`config.mk`:
```
export PLATFORM = sky130hd
export DESIGN_NAME = pcm_port_c_ctrl
export DESIGN_NICKNAME = d
export VERILOG_FILES = /design/src/core/pcm_pkg.sv /design/src/core/pcm_cfg_if.sv /design/src/core/pcm_port_c_ctrl.sv /design/src/core/pcm_pin_mux.sv
export SDC_FILE = /design/constraint.sdc
export NUM_CORES = 1
export LEC_CHECK = 0
export BUFFER_PORTS_ARGS = -buffer_cell sky130_fd_sc_hd__buf_2
export CAP_MARGIN = 0
export CORE_MARGIN = 10
export CORE_UTILIZATION = 53
export CTS_CLUSTER_DIAMETER = 40
export DETAILED_ROUTE_END_ITERATION = 7
export GPL_TIMING_DRIVEN = 0
export PLACE_DENSITY = 0.85
export SKIP_CTS_REPAIR_TIMING = 1
export SYNTH_ARGS = -nofsm -noshare
export SYNTH_HDL_FRONTEND = slang
export SYNTH_HIERARCHICAL = 1
export SYNTH_SLANG_ARGS = --single-unit
```
`constraint.sdc`:
```
create_clock -name ref_clk -period 2.9 [get_ports ref_clk]
set_input_delay 0.145 -clock ref_clk [delete_from_list [all_inputs] [get_ports ref_clk]]
set_output_delay 0.145 -clock ref_clk [all_outputs]
set_load 0.05 [all_outputs]
```
`src/core/pcm_pkg.sv`:
```
// Constants and register layout for the port C pin controller
// How it works
// - Direction bit one drives the pin as output; zero makes it an input.
// - Combined direction bit n controls port C pin n, pins 20 to 0.
// - High direction bits act on pins 20 to 16 only in port mode.
// - Low direction bits act on pins 15 to 11 only in port mode, on pins 10 to 0 always.
// - High direction bits 15 to 5 read zero; software writes zero.
// - Both direction registers reset to zero, all pins inputs.
// - Direction and function-select registers are 16 bits, read/write.
// - High function-select bits 15 to 9 and odd 7 to 1 read zero.
// - High select bit 8 gives pin 20 the wake-on-LAN output.
// - High select bit 6 gives pin 19 the external output.
// - High select bit 4 feeds pin 18 as link-status input.
// - High select bit 2 drives the management clock on pin 17.
// - High select bit 0 connects bidirectional management data to pin 16.
// - Low select bit 14 feeds pin 15 as carrier sense input.
// - Low select bit 12 feeds pin 14 as collision input.
// - Low select bit 10 feeds pin 13 as transmit clock input.
// - Low select bit 8 drives transmit enable on pin 12.
// - Low select bit 15 and odd bits down to 7 read zero.
// - Every function-select bit resets to zero, pins in port mode.
// - Low select bit 6 drives transmit error on pin 11.
`default_nettype none

package pcm_pkg;

	localparam int PIN_COUNT = 21;
	localparam int FSEL_COUNT = 10;

	localparam logic [11:0] OFF_DIR_HIGH = 12'h000;
	localparam logic [11:0] OFF_DIR_LOW = 12'h004;
	localparam logic [11:0] OFF_FSEL_HIGH = 12'h008;
	localparam logic [11:0] OFF_FSEL_LOW_FIRST = 12'h00c;

	localparam logic [15:0] RST_DIR = 16'h0000;
	localparam logic [15:0] RST_FSEL = 16'h0000;

	localparam logic [15:0] MASK_DIR_HIGH = 16'h001f;
	localparam logic [15:0] MASK_DIR_LOW = 16'hffff;
	localparam logic [15:0] MASK_FSEL_HIGH = 16'h0155;
	localparam logic [15:0] MASK_FSEL_LOW_FIRST = 16'h5540;

	localparam int BIT_PIN20 = 8;
	localparam int BIT_PIN19 = 6;
	localparam int BIT_PIN18 = 4;
	localparam int BIT_PIN17 = 2;
	localparam int BIT_PIN16 = 0;
	localparam int BIT_PIN15 = 14;
	localparam int BIT_PIN14 = 12;
	localparam int BIT_PIN13 = 10;
	localparam int BIT_PIN12 = 8;
	localparam int BIT_PIN11 = 6;

	localparam int PIN_WOL = 20;
	localparam int PIN_EXT_OUT = 19;
	localparam int PIN_LINK = 18;
	localparam int PIN_MDC = 17;
	localparam int PIN_MDIO = 16;
	localparam int PIN_CRS = 15;
	localparam int PIN_COL = 14;
	localparam int PIN_TX_CLK = 13;
	localparam int PIN_TX_EN = 12;
	localparam int PIN_TX_ER = 11;
	localparam int FIRST_MUX_PIN = 11;

endpackage

`default_nettype wire

```
`src/core/pcm_cfg_if.sv`:
```
// Configuration carried from the register file to the pin multiplexer
`default_nettype none

interface pcm_cfg_if;
	logic [20:0] dirBits;
	logic [9:0]  fselBits;

	modport regs (output dirBits, output fselBits);
	modport mux (input dirBits, input fselBits);
endinterface

`default_nettype wire

```
`src/core/pcm_port_c_ctrl.sv`:
```
// Port C direction and function-select registers with APB access
//
// Local design decisions: the register offsets and the APB interface to the registers.
`default_nettype none

module pcm_port_c_ctrl (
	input  wire logic        ref_clk,
	input  wire logic        rst_n,
	input  wire logic [11:0] paddr,
	input  wire logic        psel,
	input  wire logic        penable,
	input  wire logic        pwrite,
	input  wire logic [31:0] pwdata,
	output logic      [31:0] prdata,
	output logic             pready,
	output logic             pslverr,
	input  wire logic [20:0] pinIn,
	output logic      [20:0] pinOut,
	output logic      [20:0] pinOe,
	input  wire logic [20:0] portDataOut,
	output logic      [20:0] portDataIn,
	input  wire logic        wolOut,
	input  wire logic        extOut,
	input  wire logic        mdcOut,
	input  wire logic        mdioOut,
	input  wire logic        mdioOe,
	input  wire logic        txEnOut,
	input  wire logic        txErOut,
	output logic             linkStatusIn,
	output logic             mdioIn,
	output logic             crsIn,
	output logic             colIn,
	output logic             txClkIn
);

	logic [15:0] dirHigh_q;
	logic [15:0] dirLow_q;
	logic [15:0] fselHigh_q;
	logic [15:0] fselLowFirst_q;
	logic [31:0] prdata_q;
	logic        pready_q;
	logic        pslverr_q;
	logic [20:0] pinSync1_q;
	logic [20:0] pinSync2_q;
	logic [20:0] pinOut_q;
	logic [20:0] pinOe_q;
	logic [20:0] portDataIn_q;
	logic        linkStatus_q;
	logic        mdioIn_q;
	logic        crs_q;
	logic        col_q;
	logic        txClk_q;
	logic [20:0] muxOe;
	logic [20:0] muxOut;
	logic        setupPhase;
	logic        accessWrite;
	logic [9:0]  fselVec;

	pcm_cfg_if cfgBus ();

	function automatic logic isMapped(input logic [11:0] a);
		isMapped = (a == pcm_pkg::OFF_DIR_HIGH) || (a == pcm_pkg::OFF_DIR_LOW)
			|| (a == pcm_pkg::OFF_FSEL_HIGH) || (a == pcm_pkg::OFF_FSEL_LOW_FIRST);
	endfunction

	function automatic logic [15:0] maskWrite(input logic [31:0] d, input logic [15:0] m);
		maskWrite = d[15:0] & m;
	endfunction

	assign setupPhase = psel && !penable && !pready_q;
	assign accessWrite = psel && penable && pready_q && pwrite;

	// Access phase always one cycle: ready raised right after setup
	always_ff @(posedge ref_clk) begin
		if (!rst_n) begin
			pready_q <= 1'b0;
		end else begin
			pready_q <= setupPhase;
		end
	end

	always_ff @(posedge ref_clk) begin
		if (!rst_n) begin
			pslverr_q <= 1'b0;
		end else begin
			pslverr_q <= setupPhase && !isMapped(paddr);
		end
	end

	// Read data captured at setup, stable through the access phase
	always_ff @(posedge ref_clk) begin
		if (!rst_n) begin
			prdata_q <= 32'h00000000;
		end else if (setupPhase && !pwrite) begin
			case (paddr)
				pcm_pkg::OFF_DIR_HIGH: prdata_q <= {16'h0000, dirHigh_q};
				pcm_pkg::OFF_DIR_LOW: prdata_q <= {16'h0000, dirLow_q};
				pcm_pkg::OFF_FSEL_HIGH: prdata_q <= {16'h0000, fselHigh_q};
				pcm_pkg::OFF_FSEL_LOW_FIRST: prdata_q <= {16'h0000, fselLowFirst_q};
				default: prdata_q <= 32'h00000000;
			endcase
		end else if (setupPhase) begin
			prdata_q <= 32'h00000000;
		end
	end

	always_ff @(posedge ref_clk) begin
		if (!rst_n) begin
			dirHigh_q <= pcm_pkg::RST_DIR;
			dirLow_q <= pcm_pkg::RST_DIR;
		end else if (accessWrite && paddr == pcm_pkg::OFF_DIR_HIGH) begin
			dirHigh_q <= maskWrite(pwdata, pcm_pkg::MASK_DIR_HIGH);
		end else if (accessWrite && paddr == pcm_pkg::OFF_DIR_LOW) begin
			dirLow_q <= maskWrite(pwdata, pcm_pkg::MASK_DIR_LOW);
		end
	end

	always_ff @(posedge ref_clk) begin
		if (!rst_n) begin
			fselHigh_q <= pcm_pkg::RST_FSEL;
			fselLowFirst_q <= pcm_pkg::RST_FSEL;
		end else if (accessWrite && paddr == pcm_pkg::OFF_FSEL_HIGH) begin
			fselHigh_q <= maskWrite(pwdata, pcm_pkg::MASK_FSEL_HIGH);
		end else if (accessWrite && paddr == pcm_pkg::OFF_FSEL_LOW_FIRST) begin
			fselLowFirst_q <= maskWrite(pwdata, pcm_pkg::MASK_FSEL_LOW_FIRST);
		end
	end

	assign cfgBus.dirBits = {dirHigh_q[4:0], dirLow_q};
	assign fselVec = {
		fselHigh_q[pcm_pkg::BIT_PIN20], fselHigh_q[pcm_pkg::BIT_PIN19],
		fselHigh_q[pcm_pkg::BIT_PIN18], fselHigh_q[pcm_pkg::BIT_PIN17],
		fselHigh_q[pcm_pkg::BIT_PIN16], fselLowFirst_q[pcm_pkg::BIT_PIN15],
		fselLowFirst_q[pcm_pkg::BIT_PIN14], fselLowFirst_q[pcm_pkg::BIT_PIN13],
		fselLowFirst_q[pcm_pkg::BIT_PIN12], fselLowFirst_q[pcm_pkg::BIT_PIN11]
	};
	assign cfgBus.fselBits = fselVec;

	pcm_pin_mux u_mux (
		.cfg         (cfgBus),
		.portOut     (portDataOut),
		.wolOut      (wolOut),
		.extOut      (extOut),
		.mdcOut      (mdcOut),
		.mdioOut     (mdioOut),
		.mdioOe      (mdioOe),
		.txEnOut     (txEnOut),
		.txErOut     (txErOut),
		.muxOe       (muxOe),
		.muxOut      (muxOut)
	);

	always_ff @(posedge ref_clk) begin
		if (!rst_n) begin
			pinOe_q <= 21'h000000;
			pinOut_q <= 21'h000000;
		end else begin
			pinOe_q <= muxOe;
			pinOut_q <= muxOut;
		end
	end

	// Pin inputs through two flops
	always_ff @(posedge ref_clk) begin
		if (!rst_n) begin
			pinSync1_q <= 21'h000000;
			pinSync2_q <= 21'h000000;
		end else begin
			pinSync1_q <= pinIn;
			pinSync2_q <= pinSync1_q;
		end
	end

	always_ff @(posedge ref_clk) begin
		if (!rst_n) begin
			portDataIn_q <= 21'h000000;
		end else begin
			portDataIn_q <= pinSync2_q;
		end
	end

	always_ff @(posedge ref_clk) begin
		if (!rst_n) begin
			linkStatus_q <= 1'b0;
			mdioIn_q <= 1'b0;
			crs_q <= 1'b0;
			col_q <= 1'b0;
			txClk_q <= 1'b0;
		end else begin
			linkStatus_q <= fselVec[pcm_pkg::PIN_LINK - pcm_pkg::FIRST_MUX_PIN]
				&& pinSync2_q[pcm_pkg::PIN_LINK];
			mdioIn_q <= fselVec[pcm_pkg::PIN_MDIO - pcm_pkg::FIRST_MUX_PIN]
				&& pinSync2_q[pcm_pkg::PIN_MDIO];
			crs_q <= fselVec[pcm_pkg::PIN_CRS - pcm_pkg::FIRST_MUX_PIN]
				&& pinSync2_q[pcm_pkg::PIN_CRS];
			col_q <= fselVec[pcm_pkg::PIN_COL - pcm_pkg::FIRST_MUX_PIN]
				&& pinSync2_q[pcm_pkg::PIN_COL];
			txClk_q <= fselVec[pcm_pkg::PIN_TX_CLK - pcm_pkg::FIRST_MUX_PIN]
				&& pinSync2_q[pcm_pkg::PIN_TX_CLK];
		end
	end

	assign prdata = prdata_q;
	assign pready = pready_q;
	assign pslverr = pslverr_q;
	assign pinOut = pinOut_q;
	assign pinOe = pinOe_q;
	assign portDataIn = portDataIn_q;
	assign linkStatusIn = linkStatus_q;
	assign mdioIn = mdioIn_q;
	assign crsIn = crs_q;
	assign colIn = col_q;
	assign txClkIn = txClk_q;
endmodule

`default_nettype wire

```
`src/core/pcm_pin_mux.sv`:
```
// Per-pin direction and output selection between port and Ethernet
`default_nettype none

module pcm_pin_mux (
	pcm_cfg_if.mux      cfg,
	input  wire logic [20:0] portOut,
	input  wire logic        wolOut,
	input  wire logic        extOut,
	input  wire logic        mdcOut,
	input  wire logic        mdioOut,
	input  wire logic        mdioOe,
	input  wire logic        txEnOut,
	input  wire logic        txErOut,
	output logic      [20:0] muxOe,
	output logic      [20:0] muxOut
);

	function automatic logic selOf(input logic [9:0] f, input int pin);
		selOf = f[pin - pcm_pkg::FIRST_MUX_PIN];
	endfunction

	always_comb begin
		muxOe = cfg.dirBits;
		muxOut = portOut;
		if (selOf(cfg.fselBits, pcm_pkg::PIN_WOL)) begin
			muxOe[pcm_pkg::PIN_WOL] = 1'b1;
			muxOut[pcm_pkg::PIN_WOL] = wolOut;
		end
		if (selOf(cfg.fselBits, pcm_pkg::PIN_EXT_OUT)) begin
			muxOe[pcm_pkg::PIN_EXT_OUT] = 1'b1;
			muxOut[pcm_pkg::PIN_EXT_OUT] = extOut;
		end
		if (selOf(cfg.fselBits, pcm_pkg::PIN_LINK)) begin
			muxOe[pcm_pkg::PIN_LINK] = 1'b0;
			muxOut[pcm_pkg::PIN_LINK] = 1'b0;
		end
		if (selOf(cfg.fselBits, pcm_pkg::PIN_MDC)) begin
			muxOe[pcm_pkg::PIN_MDC] = 1'b1;
			muxOut[pcm_pkg::PIN_MDC] = mdcOut;
		end
		if (selOf(cfg.fselBits, pcm_pkg::PIN_MDIO)) begin
			muxOe[pcm_pkg::PIN_MDIO] = mdioOe;
			muxOut[pcm_pkg::PIN_MDIO] = mdioOut;
		end
		if (selOf(cfg.fselBits, pcm_pkg::PIN_CRS)) begin
			muxOe[pcm_pkg::PIN_CRS] = 1'b0;
			muxOut[pcm_pkg::PIN_CRS] = 1'b0;
		end
		if (selOf(cfg.fselBits, pcm_pkg::PIN_COL)) begin
			muxOe[pcm_pkg::PIN_COL] = 1'b0;
			muxOut[pcm_pkg::PIN_COL] = 1'b0;
		end
		if (selOf(cfg.fselBits, pcm_pkg::PIN_TX_CLK)) begin
			muxOe[pcm_pkg::PIN_TX_CLK] = 1'b0;
			muxOut[pcm_pkg::PIN_TX_CLK] = 1'b0;
		end
		if (selOf(cfg.fselBits, pcm_pkg::PIN_TX_EN)) begin
			muxOe[pcm_pkg::PIN_TX_EN] = 1'b1;
			muxOut[pcm_pkg::PIN_TX_EN] = txEnOut;
		end
		if (selOf(cfg.fselBits, pcm_pkg::PIN_TX_ER)) begin
			muxOe[pcm_pkg::PIN_TX_ER] = 1'b1;
			muxOut[pcm_pkg::PIN_TX_ER] = txErOut;
		end
	end

endmodule

`default_nettype wire

```
==> results.txt <==
The clock root buffer master is sky130_fd_sc_hd__clkbuf_8. After detailed routing, the average wire length per cell comes to 17.2 um. Depth of the CTS H-tree: 4.

STA classifies the critical path startpoint as an input pin. The logs give 0.0142 ns for the final clock skew and 2 for the initial antenna violation count. The number of optimization iterations in the first detailed-route pass came out at 5.

Clock-pin slew was measured on the worst setup and hold paths at 0.06 ns. In this run the remaining antenna-violating nets after routing total 0. Among all cell types in the netlist, the one instantiated most often is sky130_fd_sc_hd__dfxtp_1.

TritonCTS built the clock tree. The aggregate routed wire length was 15700 um; the total power per unit cell area was 643 nW/um^2. Leaving out filler cells and counting taps, the final layout contains 914. Of all flip-flops after synthesis, the portion carrying an async set or reset was 0%.

For the placement row count, the log shows 36. Counting tap cells, the placed design contains a total of 812 instances. At the end of the flow, the number of nets in the layout was 864.

The routed layout has 4393 vias. The logs give 200 for the number of top-level pins and 2.55 ns for the critical path arrival. Kind of end point of the critical path: a flip-flop.

The tool flagged a number of max-cap violations equal to 0. The global-route total usage across every layer was 18.5%. Most instantiated flip-flop cell in the synthesis netlist: sky130_fd_sc_hd__dfxtp_1. The synthesized instance count is 508. For this run, the top clock speed supported by timing is 0.468 GHz.

Setup total negative slack on the finished layout was measured at 0 ns. The proportion of layout cells with a drive suffix above 1 came out at 31.7%. The run gives 4284 as the number of global-route vias before repair.

The effective utilization at floorplan was 55.1%. The tools report the worst voltage drop across the vdd grid as 0.353 mV. Setup repair after global routing left no endpoint under its margin. Global routing used 32.4% of the available met2 tracks. The number of buffers inserted by port buffering is 156. The tools report the final hold slack as -0.0243 ns.

The sequential-to-total area share from yosys stat is 58.3%, and the share of the synthesized area in the top cell type is 58.3%. The run gives 628 as the fill cell instance count of the final layout. At the pin with the least slew margin, the transition time is 0.567 ns. The post-synthesis to final-layout area growth works out to 42.4%. The clock reaches the later pin of the worst-skew pair after 0.52 ns. In the routed layout, each cell is associated on average with a via count of 4.81. The run gives 159 as the clock sink total.

The average footprint of a synthesized cell came out at 10.7 sq um. Yosys printed 6 warnings. The height of the die works out to 121 um. Setup violations remaining at the end of the flow were counted as 0.

Ranked by instance count, the synthesized netlist is headed by sky130_fd_sc_hd__dfxtp_1, sky130_fd_sc_hd__and2_1, sky130_fd_sc_hd__nand2_1, sky130_fd_sc_hd__buf_4, sky130_fd_sc_hd__mux2i_1. STA puts the critical path data required time at 3.31 ns. The routed design could run at a clock period as short as 2.14 ns. Entering global routing, the biggest net connects 17 pins. The synthesized flop and latch total is 159. The final number of hold-violating endpoints is 1, and the critical-path maximum fanout is 6. The logs give 19.3% for the met1 track demand over resource and 10700 um for the HPWL after detailed placement. Global routing consumed, on the met3 layer, 7.31% of the routing resources. Maximum root-to-sink buffer count: 2.

For this run, design rule violations remaining after detail routing come to 0. Number of max-slew violations in the final report: 0. The die is 121 um wide.

The leakage power summed over all cells was 0.00383 uW. The congestion estimate from routability-driven global placement came to 0.876. The fraction of the core area covered by cells at the end of the flow was 78.4%. The run finished, with violations left. Dividing the final minimum period by the clock period gives 73.6%. For the post-synthesis cell area, the log shows 5460 sq um. The wire length of the first global-routing pass is 21200 um, and the first-iteration detailed-routing DRC count is 235. Yosys mapped the design onto 31 distinct sky130hd cell types. The die covers 14800 sq um.

The classification of the worst-slack hold path is in2reg. The global routing stage identified its most utilized layer as met2. Counting flops with a built-in enable in the synthesized netlist gives 0. By startpoint and endpoint, the worst setup path is classified as in2reg. Headroom to the max-slew limit came out at 62.1%. The tools report the number of buffers created by CTS as 17. The checks that failed: negative hold slack.

Ranked by total cell area, the synthesized netlist is headed by sky130_fd_sc_hd__dfxtp_1, sky130_fd_sc_hd__and2_1, sky130_fd_sc_hd__mux2i_1, sky130_fd_sc_hd__buf_4, sky130_fd_sc_hd__nand2_1. The core region is 9910 sq um. Global routing finished with a remaining overflow of 0. The largest area contributor in the synthesized netlist is sky130_fd_sc_hd__dfxtp_1.
-- power by group --
group          switching (uW)  internal [uW]  total [uW]
Combinational             264            182         446
Clock                     830           1470        2300
Sequential               13.0           2240        2250
-- sequential cells by signal, indices dropped and copies added (netlist names), 16 cells and up --
signal and cells:
portDataIn 21, dirLow_q 16, pinSync1_q 21, prdata 16
pinSync2_q 21, pinOut 21, pinOe 21
-- area by class of cell --
class | instances | area (sq um) | share of cell area, %
Multi-Input combinational cell | 299 | 1940 | 25.0
Tap cell | 133 | 166 | 2.14
Timing Repair Buffer | 224 | 1460 | 18.8
Antenna cell | 2 | 5.00 | 0.0644
Clock inverter | 9 | 156 | 2.01
Clock buffer | 23 | 467 | 6.01
Buffer | 65 | 389 | 5.01
Sequential cell | 159 | 3180 | 41.0
-- critical path, cell delays in order --
cell and delay (ns):
sky130_fd_sc_hd__dlygate4sd3_1 0.52, sky130_fd_sc_hd__buf_2 0.13, sky130_fd_sc_hd__nor4_4 0.28, sky130_fd_sc_hd__dlygate4sd3_1 0.62
sky130_fd_sc_hd__nand2_1 0.05, sky130_fd_sc_hd__o31a_1 0.24, sky130_fd_sc_hd__dlygate4sd3_1 0.55
-- metrics by stage --
step | setup slack [ns] | power [uW] | area (sq um) | hold slack, ns
4_1_cts | 1.19 | 4940 | 7080 | -0.200
6_report | 0.765 | 4990 | 7770 | -0.0243
2_1_floorplan | 1.08 | 2540 | 5510 | 0.272
3_3_place_gp | 1.25 | 2650 | 6460 | 0.347
5_1_grt | 0.693 | 5140 | 7770 | 0.00295
3_5_place_dp | 1.19 | 2660 | 6460 | 0.353
-- layout by cell type, fill, tap and decap left out, types with 2 or more instances in the layout --
cell	n
sky130_fd_sc_hd__buf_4	38
sky130_fd_sc_hd__nor4_4	2
sky130_fd_sc_hd__clkbuf_1	25
sky130_fd_sc_hd__nand3_1	16
sky130_fd_sc_hd__and3_1	5
sky130_fd_sc_hd__a2bb2oi_1	3
sky130_fd_sc_hd__a22oi_1	2
sky130_fd_sc_hd__buf_1	3
sky130_fd_sc_hd__and2_1	105
sky130_fd_sc_hd__dlygate4sd3_1	68
sky130_fd_sc_hd__clkinvlp_4	3
sky130_fd_sc_hd__clkbuf_16	16
sky130_fd_sc_hd__buf_2	158
sky130_fd_sc_hd__mux2i_1	36
sky130_fd_sc_hd__nand4_1	4
sky130_fd_sc_hd__nor4b_1	2
sky130_fd_sc_hd__bufinv_16	4
sky130_fd_sc_hd__mux2_4	7
sky130_fd_sc_hd__o21ai_0	13
sky130_fd_sc_hd__nand2_1	57
sky130_fd_sc_hd__diode_2	2
sky130_fd_sc_hd__conb_1	16
sky130_fd_sc_hd__nor2b_1	10
sky130_fd_sc_hd__clkbuf_8	4
sky130_fd_sc_hd__mux2_2	5
sky130_fd_sc_hd__o31ai_1	2
sky130_fd_sc_hd__dfxtp_1	159
sky130_fd_sc_hd__or2_2	5
-- per-layer routing --
layer | wire length (um) | share of wire [%] | vias to the layer above
met5 | 0 | 0 | -
met1 | 5840 | 37 | 2037
met4 | 424 | 2.7 | 0
met2 | 8150 | 52 | 201
li1 | - | - | 2122
met3 | 1260 | 8.1 | 33
-- cell families (layout without fill, tap and decap cells) --
logic type	Yosys count	in the layout	share of synthesized area, %
compound gates	22	22	2.48
buf+inv	65	321	7.13
flops	159	159	58.3
mux	48	48	9.56
other cells	1	18	0.0687
simple gates	213	213	22.4
-- worst paths after layout --
kind / from / to / slack (ns) / cells after the start
worst min register to register: pinSync2_q[0]$_SDFF_PN0_ / portDataIn[0]$_SDFF_PN0_ / 0.43 / 1
worst min-delay path: portDataOut[15] / pinOut[15]$_SDFF_PN0_ / -0.02 / 3
worst max-delay path: paddr[10] / pslverr$_SDFF_PN0_ / 0.76 / 7
worst max register to register: pready$_SDFF_PN0_ / dirLow_q[6]$_SDFFE_PN0P_ / 1.15 / 5
(Power assumes the default switching activity.)
